[config.mk]
export PLATFORM = sky130hd
export DESIGN_NAME = hbf_tx_flat
export DESIGN_NICKNAME = d
export VERILOG_FILES = /design/src/shared/hbf_pkg.sv /design/src/shared/hbf_if.sv /design/src/hdl/hbf_tx.sv /design/src/flat_wrapper.sv
export VERILOG_INCLUDE_DIRS = /design/src /design/src/shared
export SDC_FILE = /design/constraint.sdc
export NUM_CORES = 1
export LEC_CHECK = 0
export BUFFER_PORTS_ARGS = -buffer_cell sky130_fd_sc_hd__buf_2
export CAP_MARGIN = 40
export CORE_ASPECT_RATIO = 1.5
export CORE_MARGIN = 3
export CORE_UTILIZATION = 55
export DETAILED_ROUTE_END_ITERATION = 10
export HOLD_SLACK_MARGIN = 0.06
export PLACE_DENSITY_LB_ADDON = 0.3
export SLEW_MARGIN = 10
export SYNTH_ARGS = -nofsm -noshare
export SYNTH_HDL_FRONTEND = slang
export SYNTH_HIERARCHICAL = 1
export SYNTH_SLANG_ARGS = --single-unit
[constraint.sdc]
create_clock -name clk -period 2.8 [get_ports clk]
set_clock_uncertainty 0.05 [all_clocks]
set_input_delay 0.28 -clock clk [delete_from_list [all_inputs] [get_ports clk]]
set_output_delay 0.28 -clock clk [all_outputs]
set_load 0.01 [all_outputs]
[src/shared/hbf_map.svh]
// constants of the bit framer: flag, check sequence, stuffing
// assumes inclusion by bare name from package and bench files
`ifndef HBF_MAP_SVH
`define HBF_MAP_SVH
`define HBF_FLAG 8'h7E
`define HBF_CRC_POLY 16'h8408
`define HBF_CRC_INIT 16'hFFFF
`define HBF_CRC_GOOD 16'hF0B8
`define HBF_STUFF_RUN 3'h5
`define HBF_FLAG_RUN 3'h6
`define HBF_LAST_BIT 4'h7
`define HBF_LAST_FCS 4'hF
`define HBF_MIN_BYTES 4'h2
`endif

[src/shared/hbf_pkg.sv]
// types and crc helpers shared by both ends of the bit framer
// assumes hbf_map.svh on the include path
`include "hbf_map.svh"
package hbf_pkg;
   typedef logic [7:0] hbf_byte_t;
   typedef logic [15:0] hbf_crc_t;
   typedef enum logic [2:0] {
      HBF_S_IDLE = 3'b000,
      HBF_S_OPEN = 3'b001,
      HBF_S_DATA = 3'b010,
      HBF_S_FCS = 3'b011,
      HBF_S_CLOSE = 3'b100
   } hbf_tx_state_e;

   // one bit, lsb first, reflected polynomial
   function automatic hbf_crc_t hbf_crc_step(hbf_crc_t crc, logic b);
      logic fb;
      hbf_crc_t c;
      fb = crc[0] ^ b;
      c = {1'b0, crc[15:1]};
      if (fb) begin
         c = c ^ `HBF_CRC_POLY;
      end
      return c;
   endfunction

   function automatic hbf_crc_t hbf_crc_byte(hbf_crc_t crc, hbf_byte_t d);
      hbf_crc_t c;
      c = crc;
      for (int i = 0; i < 8; i++) begin
         c = hbf_crc_step(c, d[i]);
      end
      return c;
   endfunction
endpackage
[src/shared/hbf_if.sv]
// serial line between transmitting and receiving station
// assumes both ends share clk and clk_en; one bit per enabled cycle
`timescale 1ns/10ps
`default_nettype none
interface hbf_if;
   logic line_bit;
   modport tx_end(output line_bit);
   modport rx_end(input line_bit);
endinterface
`default_nettype wire

[src/hdl/hbf_tx.sv]
// transmitting end: byte fifo, flags, zero stuffing, fcs, idle fill
// assumes clk_en marks line bit times and sys_rst is asynchronous
`timescale 1ns/10ps
`default_nettype none
module hbf_fifo #(
   parameter int WIDTH = 9,
   parameter int DEPTH = 4
) (
   input wire logic clk,
   input wire logic sys_rst,
   input wire logic clk_en,
   input wire logic in_valid,
   output logic in_ready,
   input wire logic [WIDTH-1:0] in_data,
   output logic out_valid,
   input wire logic out_ready,
   output logic [WIDTH-1:0] out_data
);
   import hbf_pkg::*;
   localparam int AW = (DEPTH > 1) ? $clog2(DEPTH) : 1;
   logic [WIDTH-1:0] mem [DEPTH];
   logic [AW-1:0] wr_r, rd_r;
   logic [AW:0] cnt_r, cnt_nxt;
   logic push, pop;

   function automatic logic [AW-1:0] bump(logic [AW-1:0] p);
      return (p == AW'(DEPTH - 1)) ? '0 : AW'(p + 1'b1);
   endfunction

   assign push = clk_en & in_valid & in_ready;
   assign pop = clk_en & out_valid & out_ready;
   assign out_valid = (cnt_r != '0);
   assign out_data = mem[rd_r];

   always_comb begin
      cnt_nxt = cnt_r;
      if (push & ~pop) begin
         cnt_nxt = (AW+1)'(cnt_r + 1'b1);
      end else if (pop & ~push) begin
         cnt_nxt = (AW+1)'(cnt_r - 1'b1);
      end
   end

   always_ff @(posedge clk or posedge sys_rst) begin
      if (sys_rst) begin
         wr_r <= '0;
         rd_r <= '0;
         cnt_r <= '0;
         in_ready <= 1'b1;
      end else begin
         if (push) begin
            wr_r <= bump(wr_r);
         end
         if (pop) begin
            rd_r <= bump(rd_r);
         end
         cnt_r <= cnt_nxt;
         in_ready <= (cnt_nxt != (AW+1)'(DEPTH));
      end
   end

   always_ff @(posedge clk) begin
      if (push) begin
         mem[wr_r] <= in_data;
      end
   end
endmodule

module hbf_tx #(
   parameter int FIFO_DEPTH = 4
) (
   input wire logic clk,
   input wire logic sys_rst,
   input wire logic clk_en,
   input wire logic idle_flags,
   input wire hbf_pkg::hbf_byte_t tx_data,
   input wire logic tx_last,
   input wire logic tx_valid,
   output logic tx_ready,
   hbf_if.tx_end link
);
   import hbf_pkg::*;
   localparam hbf_byte_t FLAG = `HBF_FLAG;
   hbf_tx_state_e state_r, state_nxt;
   logic [3:0] cnt_r, cnt_nxt;
   logic [2:0] ones_r, ones_nxt;
   hbf_byte_t sh_r, sh_nxt;
   logic last_r, last_nxt;
   hbf_crc_t crc_r, crc_nxt;
   logic bit_r, b;
   logic fill_r;
   logic f_valid, f_pop, stuff;
   logic [8:0] f_word;

   hbf_fifo #(.WIDTH(9), .DEPTH(FIFO_DEPTH)) hbf_fifo_i (
      .clk(clk),
      .sys_rst(sys_rst),
      .clk_en(clk_en),
      .in_valid(tx_valid),
      .in_ready(tx_ready),
      .in_data({tx_last, tx_data}),
      .out_valid(f_valid),
      .out_ready(f_pop),
      .out_data(f_word)
   );

   // a sixth bit after five ones inside the frame is a stuffed zero,
   // also ahead of the closing flag when the fcs ends in five ones
   assign stuff = ((state_r == HBF_S_DATA) || (state_r == HBF_S_FCS) ||
                   ((state_r == HBF_S_CLOSE) && (cnt_r == '0))) &&
                  (ones_r == `HBF_STUFF_RUN);

   always_comb begin
      state_nxt = state_r;
      cnt_nxt = cnt_r;
      ones_nxt = ones_r;
      sh_nxt = sh_r;
      last_nxt = last_r;
      crc_nxt = crc_r;
      f_pop = 1'b0;
      b = 1'b1;
      case (state_r)
         HBF_S_IDLE: begin
            // mark idle or flag idle, frame starts on an 8-bit boundary
            b = fill_r ? FLAG[cnt_r[2:0]] : 1'b1;
            cnt_nxt = {1'b0, 3'(cnt_r[2:0] + 1'b1)};
            if ((cnt_r[2:0] == 3'h7) && f_valid) begin
               state_nxt = HBF_S_OPEN;
               cnt_nxt = '0;
            end
         end
         HBF_S_OPEN: begin
            b = FLAG[cnt_r[2:0]];
            cnt_nxt = 4'(cnt_r + 1'b1);
            if (cnt_r == `HBF_LAST_BIT) begin
               state_nxt = HBF_S_DATA;
               cnt_nxt = '0;
               sh_nxt = f_word[7:0];
               last_nxt = f_word[8];
               f_pop = 1'b1;
               crc_nxt = `HBF_CRC_INIT;
               ones_nxt = '0;
            end
         end
         HBF_S_DATA: begin
            if (stuff) begin
               b = 1'b0;
               ones_nxt = '0;
            end else begin
               b = sh_r[cnt_r[2:0]];
               crc_nxt = hbf_crc_step(crc_r, b);
               ones_nxt = b ? 3'(ones_r + 1'b1) : 3'h0;
               cnt_nxt = 4'(cnt_r + 1'b1);
               if (cnt_r == `HBF_LAST_BIT) begin
                  cnt_nxt = '0;
                  if (last_r || !f_valid) begin
                     state_nxt = HBF_S_FCS;
                  end else begin
                     sh_nxt = f_word[7:0];
                     last_nxt = f_word[8];
                     f_pop = 1'b1;
                  end
               end
            end
         end
         HBF_S_FCS: begin
            if (stuff) begin
               b = 1'b0;
               ones_nxt = '0;
            end else begin
               b = ~crc_r[cnt_r];
               ones_nxt = b ? 3'(ones_r + 1'b1) : 3'h0;
               cnt_nxt = 4'(cnt_r + 1'b1);
               if (cnt_r == `HBF_LAST_FCS) begin
                  state_nxt = HBF_S_CLOSE;
                  cnt_nxt = '0;
               end
            end
         end
         HBF_S_CLOSE: begin
            if (stuff) begin
               b = 1'b0;
               ones_nxt = '0;
            end else begin
               b = FLAG[cnt_r[2:0]];
               cnt_nxt = 4'(cnt_r + 1'b1);
               if (cnt_r == `HBF_LAST_BIT) begin
                  state_nxt = HBF_S_IDLE;
                  cnt_nxt = '0;
               end
            end
         end
         default: begin
            state_nxt = HBF_S_IDLE;
            cnt_nxt = '0;
         end
      endcase
   end

   // sequencing
   always_ff @(posedge clk or posedge sys_rst) begin
      if (sys_rst) begin
         state_r <= HBF_S_IDLE;
         cnt_r <= '0;
      end else if (clk_en) begin
         state_r <= state_nxt;
         cnt_r <= cnt_nxt;
      end
   end

   // datapath
   always_ff @(posedge clk or posedge sys_rst) begin
      if (sys_rst) begin
         ones_r <= '0;
         sh_r <= '0;
         last_r <= 1'b0;
         crc_r <= `HBF_CRC_INIT;
      end else if (clk_en) begin
         ones_r <= ones_nxt;
         sh_r <= sh_nxt;
         last_r <= last_nxt;
         crc_r <= crc_nxt;
      end
   end

   // idle fill taken at 8-bit boundaries, no partial flag on the line
   always_ff @(posedge clk or posedge sys_rst) begin
      if (sys_rst) begin
         fill_r <= 1'b0;
      end else if (clk_en && ((state_r != HBF_S_IDLE) ||
                              (cnt_r[2:0] == 3'h7))) begin
         fill_r <= idle_flags;
      end
   end

   // line driver
   always_ff @(posedge clk or posedge sys_rst) begin
      if (sys_rst) begin
         bit_r <= 1'b1;
      end else if (clk_en) begin
         bit_r <= b;
      end
   end

   assign link.line_bit = bit_r;
endmodule
`default_nettype wire

[src/flat_wrapper.sv]
// flat-port wrapper written by rule: the top's interface ports become plain ports
module hbf_tx_flat import hbf_pkg::*;
#(
   parameter int FIFO_DEPTH = 4
)
  (clk, sys_rst, clk_en, idle_flags, tx_data, tx_last, tx_valid, tx_ready, link_line_bit);
  hbf_if link_i ();
  input wire logic clk;
  input wire logic sys_rst;
  input wire logic clk_en;
  input wire logic idle_flags;
  input wire hbf_pkg::hbf_byte_t tx_data;
  input wire logic tx_last;
  input wire logic tx_valid;
  output logic tx_ready;
  output wire logic [$bits(link_i.line_bit)-1:0] link_line_bit;
  assign link_line_bit = link_i.line_bit;
  hbf_tx #(.FIFO_DEPTH(FIFO_DEPTH)) u_core (.clk(clk), .sys_rst(sys_rst), .clk_en(clk_en), .idle_flags(idle_flags), .tx_data(tx_data), .tx_last(tx_last), .tx_valid(tx_valid), .tx_ready(tx_ready), .link(link_i));
endmodule
# Word level (Yosys, flattened, before mapping)
# Memory sizes are Yosys's and may differ from the RTL's.
# Cells that the tools add are included.
[op_classes] n_reduce_logical=21 magnitude_cmp=2 n_eq_ne=23 bitwise=11 mux=57 add_sub_neg=7
[ops] operator="$mux 3" count=17
[ops] operator="$mux 16" count=3
[ops] operator="$mux 8" count=4
[ops] operator="$pmux 16 s2" count=1
[ops] operator="$ne 2x2->1 const B" count=9
[ops] operator="$mux 1" count=17
[ops] operator="$mux 4" count=4
[ops] operator="$pmux 4 s4" count=1
[ops] operator="$pmux 8 s2" count=1
[ops] operator="$pmux 3 s5" count=1
[ops] operator="$pmux 3 s4" count=1
[ops] operator="$reduce_and 10->1" count=1
[ops] operator="$add 3x1->3 const B" count=3
[ops] operator="$eq 3x3->1 const B" count=3
[ops] operator="$reduce_and 4->1" count=2
[ops] operator="$and 1x1->1" count=6
[ops] operator="$eq 3x2->1 const B" count=2
[ops] operator="$ne 2x1->1 const B" count=3
[ops] operator="$reduce_and 6->1" count=1
[ops] operator="$reduce_bool 3->1" count=2
[ops] operator="$lt 4x5->1 const B" count=1
[ops] operator="$pmux 1 s5" count=1
[ops] operator="$add 2x1->2 const B" count=2
[ops] operator="$add 4x1->4 const B" count=1
[ops] operator="other kinds (23)" count=34
[word_totals] mem_bits_ro=8 register_bits=45 elab_cells=135 mem_bits_rw=36 out_inout_bits=2 memories=2
[memory_table] memory="u_core.hbf_fifo_i.mem" words=4 width=9 rd=1 rd_ports_with_merged_regs=0 wr=1 line_no="hbf_tx.sv:21" text="logic [WIDTH-1:0] mem [DEPTH];"
[memory_table] memory="(name not given)" words=8 width=1 rd=1 rd_ports_with_merged_regs=0 wr=0 line_no="hbf_tx.sv:125" text="b = fill_r ? FLAG[cnt_r[2:0]] : 1'b1;"

# Longest topological paths before layout
[depth] ltp_word=12 depth_mapped=11 depth_no_buf=11

# Hierarchy
# The synthesis kept the hierarchy.
[by_module_without_submodules] mod="hbf_tx" area_each_um2=2133.3 seq_area_each_um2=947.2 instances=1 cells_per_inst=206
[by_module_without_submodules] mod="hbf_fifo" area_each_um2=1854.3 seq_area_each_um2=1282.5 instances=1 cells_per_inst=103

# Least setup slack after synthesis
# OpenSTA, ideal clock, no wires.
[synth_path] kind="reg-to-reg" start="reg u_core.cnt_r[1]" end="reg u_core.hbf_fifo_i.cnt_r[2]" t_required_ns=2.631 arrival_ns=2.161 setup_slack_ns=0.470 stages_incl_launch_ff=12 period_less_slack_ns=2.330 path_cell_list="dfrtp_1 > buf_2 > inv_1 > ha_1 > nor4bb_1 > a21oi_1 > nor2_1 > nor2b_1 > and2_4 > and4_4 > or3_1 > and2_1"
[synth_between] elab_chain_len=10
[synth_rtl] element="start: declaration" line_no="hbf_tx.sv:85" text="logic [3:0] cnt_r, cnt_nxt;"
[synth_rtl] element="start signal: assignment" line_no="hbf_tx.sv:207" text="cnt_r <= cnt_nxt;"
[synth_rtl] element="$logic_not 4->1" line_no="hbf_tx.sv:110" text="((state_r == HBF_S_CLOSE) && (cnt_r == '0))) &&"
[synth_rtl] element="$logic_and 1x1->1" line_no="hbf_tx.sv:110"
[synth_rtl] element="$logic_or 1x1->1" line_no="hbf_tx.sv:109" text="assign stuff = ((state_r == HBF_S_DATA) || (state_r == HBF_S_FCS) ||"
[synth_rtl] element="$logic_and 1x1->1" line_no="hbf_tx.sv:109"
[synth_rtl] element="$mux 1" line_no="hbf_tx.sv:146" text="if (stuff) begin"
[synth_rtl] element="$pmux 1 s2 (*)" line_no="hbf_tx.sv:122" text="case (state_r)"
[synth_rtl] element="named net u_core.f_pop" line_no="hbf_tx.sv:92" text="logic f_valid, f_pop, stuff;"
[synth_rtl] element="$and 1x1->1 (*)" line_no="hbf_tx.sv:31" text="assign pop = clk_en & out_valid & out_ready;"
[synth_rtl] element="$and 1x1->1 / $not 1->1 (equally long branches)" line_no="hbf_tx.sv:39, hbf_tx.sv:37"
[synth_rtl] element="$mux 3 / $and 1x1->1 (equally long branches)" line_no="hbf_tx.sv:39, hbf_tx.sv:37"
[synth_rtl] element="$mux 3 (*)" line_no="hbf_tx.sv:37" text="if (push & ~pop) begin"
[synth_rtl] element="named net u_core.hbf_fifo_i.cnt_nxt[2]" line_no="hbf_tx.sv:23" text="logic [AW:0] cnt_r, cnt_nxt;"
[synth_rtl] element="end signal: assignment" line_no="hbf_tx.sv:57" text="cnt_r <= cnt_nxt;"
[synth_rtl] element="end: declaration" line_no="hbf_tx.sv:23"
# The timed path passes the listed nets; every way through them passes the cells marked *.
# A chain may end at the register's enable or synchronous reset.

# Worst setup path in the final report
[layout_path] start="reg u_core.hbf_fifo_i.cnt_r[0]" end="reg u_core.hbf_fifo_i.in_ready"
[layout_between] elab_chain_len=12
[layout_rtl] element="$reduce_bool 3->1 (*)" line_no="hbf_tx.sv:32" text="assign out_valid = (cnt_r != '0);"
[layout_rtl] element="named net u_core.f_valid" line_no="hbf_tx.sv:92"
[layout_rtl] element="$logic_not 1->1 (*)" line_no="hbf_tx.sv:156" text="if (last_r || !f_valid) begin"
[layout_rtl] element="$logic_or 1x1->1 (*)" line_no="hbf_tx.sv:156"
[layout_rtl] element="$mux 1 (*)" line_no="hbf_tx.sv:156"
[layout_rtl] element="$mux 1 (*)" line_no="hbf_tx.sv:154" text="if (cnt_r == `HBF_LAST_BIT) begin"
[layout_rtl] element="$mux 1 (*)" line_no="hbf_tx.sv:146"
[layout_rtl] element="$pmux 1 s2 (*)" line_no="hbf_tx.sv:122"
[layout_rtl] element="named net u_core.f_pop" line_no="hbf_tx.sv:92"
[layout_rtl] element="$and 1x1->1 (*)" line_no="hbf_tx.sv:31"
[layout_rtl] element="$and 1x1->1 / $not 1->1 (equally long branches)" line_no="hbf_tx.sv:39, hbf_tx.sv:37"
[layout_rtl] element="$mux 3 / $and 1x1->1 (equally long branches)" line_no="hbf_tx.sv:39, hbf_tx.sv:37"
[layout_rtl] element="$mux 3 (*)" line_no="hbf_tx.sv:37"
[layout_rtl] element="$ne 3x3->1 (*)" line_no="hbf_tx.sv:58" text="in_ready <= (cnt_nxt != (AW+1)'(DEPTH));"
[layout_rtl] element="end signal: assignment" line_no="hbf_tx.sv:58"
[layout_rtl] element="end: declaration" line_no="hbf_tx.sv:13" text="output logic in_ready,"
# Marks and branches as above.

==> flow_summary.toml <==
[power_and_ir_drop]
power_density_mw_per_mm2 = 970.0
power.leakage_uw = 0.001748
max-vdd-ir-drop_mv = 0.4804
seqPwrFrac_pct = 45.9
p_int_uw = 2701
switching_power_uw = 1525
combPwrFrac_pct = 35.9
switching_share_pct = 36.08
clkPwrFrac_pct = 18.2

[die]
fp.dieH_um = 110.3
start_util_pct = 57.42
die_area_mm2 = 0.008329
dieWidth_um = 75.52
coreArea_mm2 = 0.006944
core.rowCount = 37
io_pins = 16

[clock_network]
postCtsResizedCells = 0
tritoncts = "built"
cts_buffer_depth = 2
clk_latency_ns = 0.35
clock_sinks = 81
clkTransAtPathRegs_ns = 0.08
cts_inserted_buffers = 9
root_buffer = "clkbuf_8"
cts_max_level = 3

[cells_and_area]
final_cell_mix = "nor2_1, edfxtp_1, dfrtp_1"
diodes = 0
design_area_mm2 = 0.004357
multi_input_comb_area_mm2 = 0.001638
n_fill_cell = 549
regArea_mm2 = 0.002230
final_common_cell = "nor2_1"
syn_to_final_growth_pct = 9.256
drive_above_1_share_pct = 26.65
nNetsFinal = 356

[critical_path]
crit_path_start_kind = "register"
crit_path_start = "u_core/hbf_fifo_i/cnt_r[0]"
setup.worst_path.end_class = "register"
critPathKind = "register to register"
crit_arrival_ns = 2.74
timing.rr.start = "u_core/hbf_fifo_i/cnt_r[0]"
cp_max_fo = 7
required_ns = 3.01

[global_route]
antenna_found_initial = 0
grt.total_usage_pct = 19.00
grt_pass1_vias = 2504
grt_overflow = 0
grt_pass1_wl_um = 11700
grt_max_degree = 31

[timing]
drv_slew = 0
slew_headroom_pct = 59.39
setup_viol_count_final = 0
period_minus_slack_ns = 2.522
fmax_mhz = 396.5
rsz0062_at_grt = "false"
hold_violations = 0
worst_pin_slew_ns = 0.6092
tns_ns = 0
fin_crit_sh_pct = 90.08

[place]
portBuffers = 15
place_congestion = 0.8624
dp_hpwl_um = 4992
placed_cell_area_mm2 = 0.004169

[detailed_routing]
routed_wl_um = 6859
via_per_inst = 5.971
drt_iter0_drc = 214
final_antenna_net_count = 0
vias = 2460
drt_pre_antenna_iters = 4
drc = 0
routedWlPerCell_um = 16.65

[synth]
synthArstFlopShare_pct = 55.56
syn_area_per_cell_um2 = 12.90
syn-instance-count = 309
synth_area_mm2 = 0.003988
ys.flop_type = "edfxtp_1"
synthesis.nets = 336
synth-warning-count = 6
ys_seq_area_share_pct = 55.91
yosysUniqueCellTypes = 58
synth_edf_count = 36
synth-seq-cells = 81

[worst_hold_path]
hp-start = "tx_data[3]"
hp-class = "primary input to register"

[outcome]
outcome = "finished, final reports clean"

[job]
cap_violations = 0
==> layer usage <==
layer	global-route usage (%)	up-vias	wire length, µm
li1	-	1184	-
met1	22.67	1211	2753
met2	32.51	46	3699
met3	2.722	19	164
met4	10.00	0	242
met5	0	-	0
==> power by group through the flow <==
stage | Sequential [µW] | Combinational, µW | Clock [µW]
6_report | 1940 | 1520 | 770
3_5_place_dp | 1970 | 1520 | 0
2_1_floorplan | 1820 | 1310 | 0
3_3_place_gp | 1960 | 1470 | 0
5_1_grt | 2000 | 1710 | 835
4_1_cts | 1940 | 1530 | 785
==> what timing repair did <==
item / 4_1_cts / 5_1_grt
buffers inserted: 0 / 0
hold buffers: 1 / 0
hold endpoints to repair: 15 / 0
==> cells in the mapped netlist, types with 2 or more instances <==
cell type	count	area, µm²
inv_1	13	48.80
o21ai_0	6	30.03
mux2i_1	3	30.03
clkbuf_1	4	15.01
o211ai_1	2	15.01
ha_1	13	162.7
a22o_1	3	26.28
o21ai_1	2	10.01
nor2b_1	9	56.30
a2111oi_1	2	20.02
or3_1	4	25.02
and2_4	2	17.52
xnor2_1	2	17.52
nor3b_1	3	22.52
xnor3_1	2	45.04
mux4_2	12	270.3
o31ai_1	2	15.01
a21oi_1	24	120.1
nand2b_1	3	18.77
nand2_1	7	26.28
o22ai_1	2	12.51
edfxtp_1	36	1081
mux2_2	11	123.9
dfrtp_1	27	675.7
dfstp_2	18	473.0
nand3_1	7	35.03
buf_2	10	50.05
mux2_1	6	67.56
and2_1	9	56.30
nor2_1	37	138.9
==> final cells by class <==
cell class | instances | area share, %
Inverter | 13 | 1.120
Multi-Input combinational cell | 200 | 37.59
Sequential cell | 81 | 51.18
Timing Repair Buffer | 24 | 3.791
Clock buffer | 9 | 2.843
Tap cell | 78 | 2.240
Clock inverter | 7 | 1.235
==> final timing paths <==
kind,to,depth (start not counted),slack [ns]
max,u_core/hbf_fifo_i/in_ready,11,0.28
min,u_core/hbf_fifo_i/mem[1][3],1,0.09
max reg2reg,u_core/hbf_fifo_i/in_ready,11,0.28
min reg2reg,u_core/sh_r[7],1,0.46
max in group asynchronous,u_core/crc_r[7],5,1.54
min in group asynchronous,u_core/hbf_fifo_i/cnt_r[2],3,0.38
==> worst max-delay path, stage by stage (launching register included) <==
cell       delay [ns]
dfrtp_1          0.44
inv_1            0.10
ha_1             0.24
nand2b_4         0.11
nor2b_1          0.18
a21oi_1          0.08
nor3b_1          0.23
nor2b_1          0.17
and2_4           0.18
a21oi_2          0.09
a2111oi_1        0.41
o211ai_1         0.16
==> registers in the layout, summed over array words and instances (netlist names) <==
signal,count
u_core/hbf_fifo_i/mem,36
u_core/cnt_r,4
u_core/fill_r,1
u_core/state_r,3
u_core/sh_r,8
u_core/last_r,1
u_core/hbf_fifo_i/in_ready,1
u_core/hbf_fifo_i/cnt_r,3
u_core/ones_r,3
u_core/link.line_bit,1
u_core/hbf_fifo_i/rd_r,2
u_core/crc_r,16
u_core/hbf_fifo_i/wr_r,2
==> metrics by stage <==
step / instances / total power (µW) / hold WS, ns / utilization, % / setup slack (ns)
2_1_floorplan: 309 / 3127 / 0.04494 / - / 0.4698
3_3_place_gp: 394 / 3423 / 0.2035 / 59.64 / 0.4313
3_5_place_dp: 395 / 3492 / 0.2088 / 60.04 / 0.3084
4_1_cts: 412 / 4261 / 0.07566 / 62.74 / 0.2760
5_1_grt: 412 / 4542 / 0.08713 / 62.74 / 0.08004
6_report: 412 / 4226 / 0.08833 / 62.74 / 0.2777
==> cell families (layout without fill, tap and decap cells) <==
| family | after synthesis | after routing | synth area share [%] |
|---|---|---|---|
| and+or+nand+nor | 90 | 90 | 11.86 |
| DFF | 81 | 81 | 55.91 |
| AOI/OAI and AO/OA | 60 | 60 | 10.45 |
| muxes | 33 | 33 | 12.99 |
| buffers and inverters | 28 | 53 | 3.138 |
| adders and majority gates | 13 | 13 | 4.079 |
| xor gates and xnor gates | 4 | 4 | 1.569 |
No activity file was read; power rests on OpenSTA's default activity.
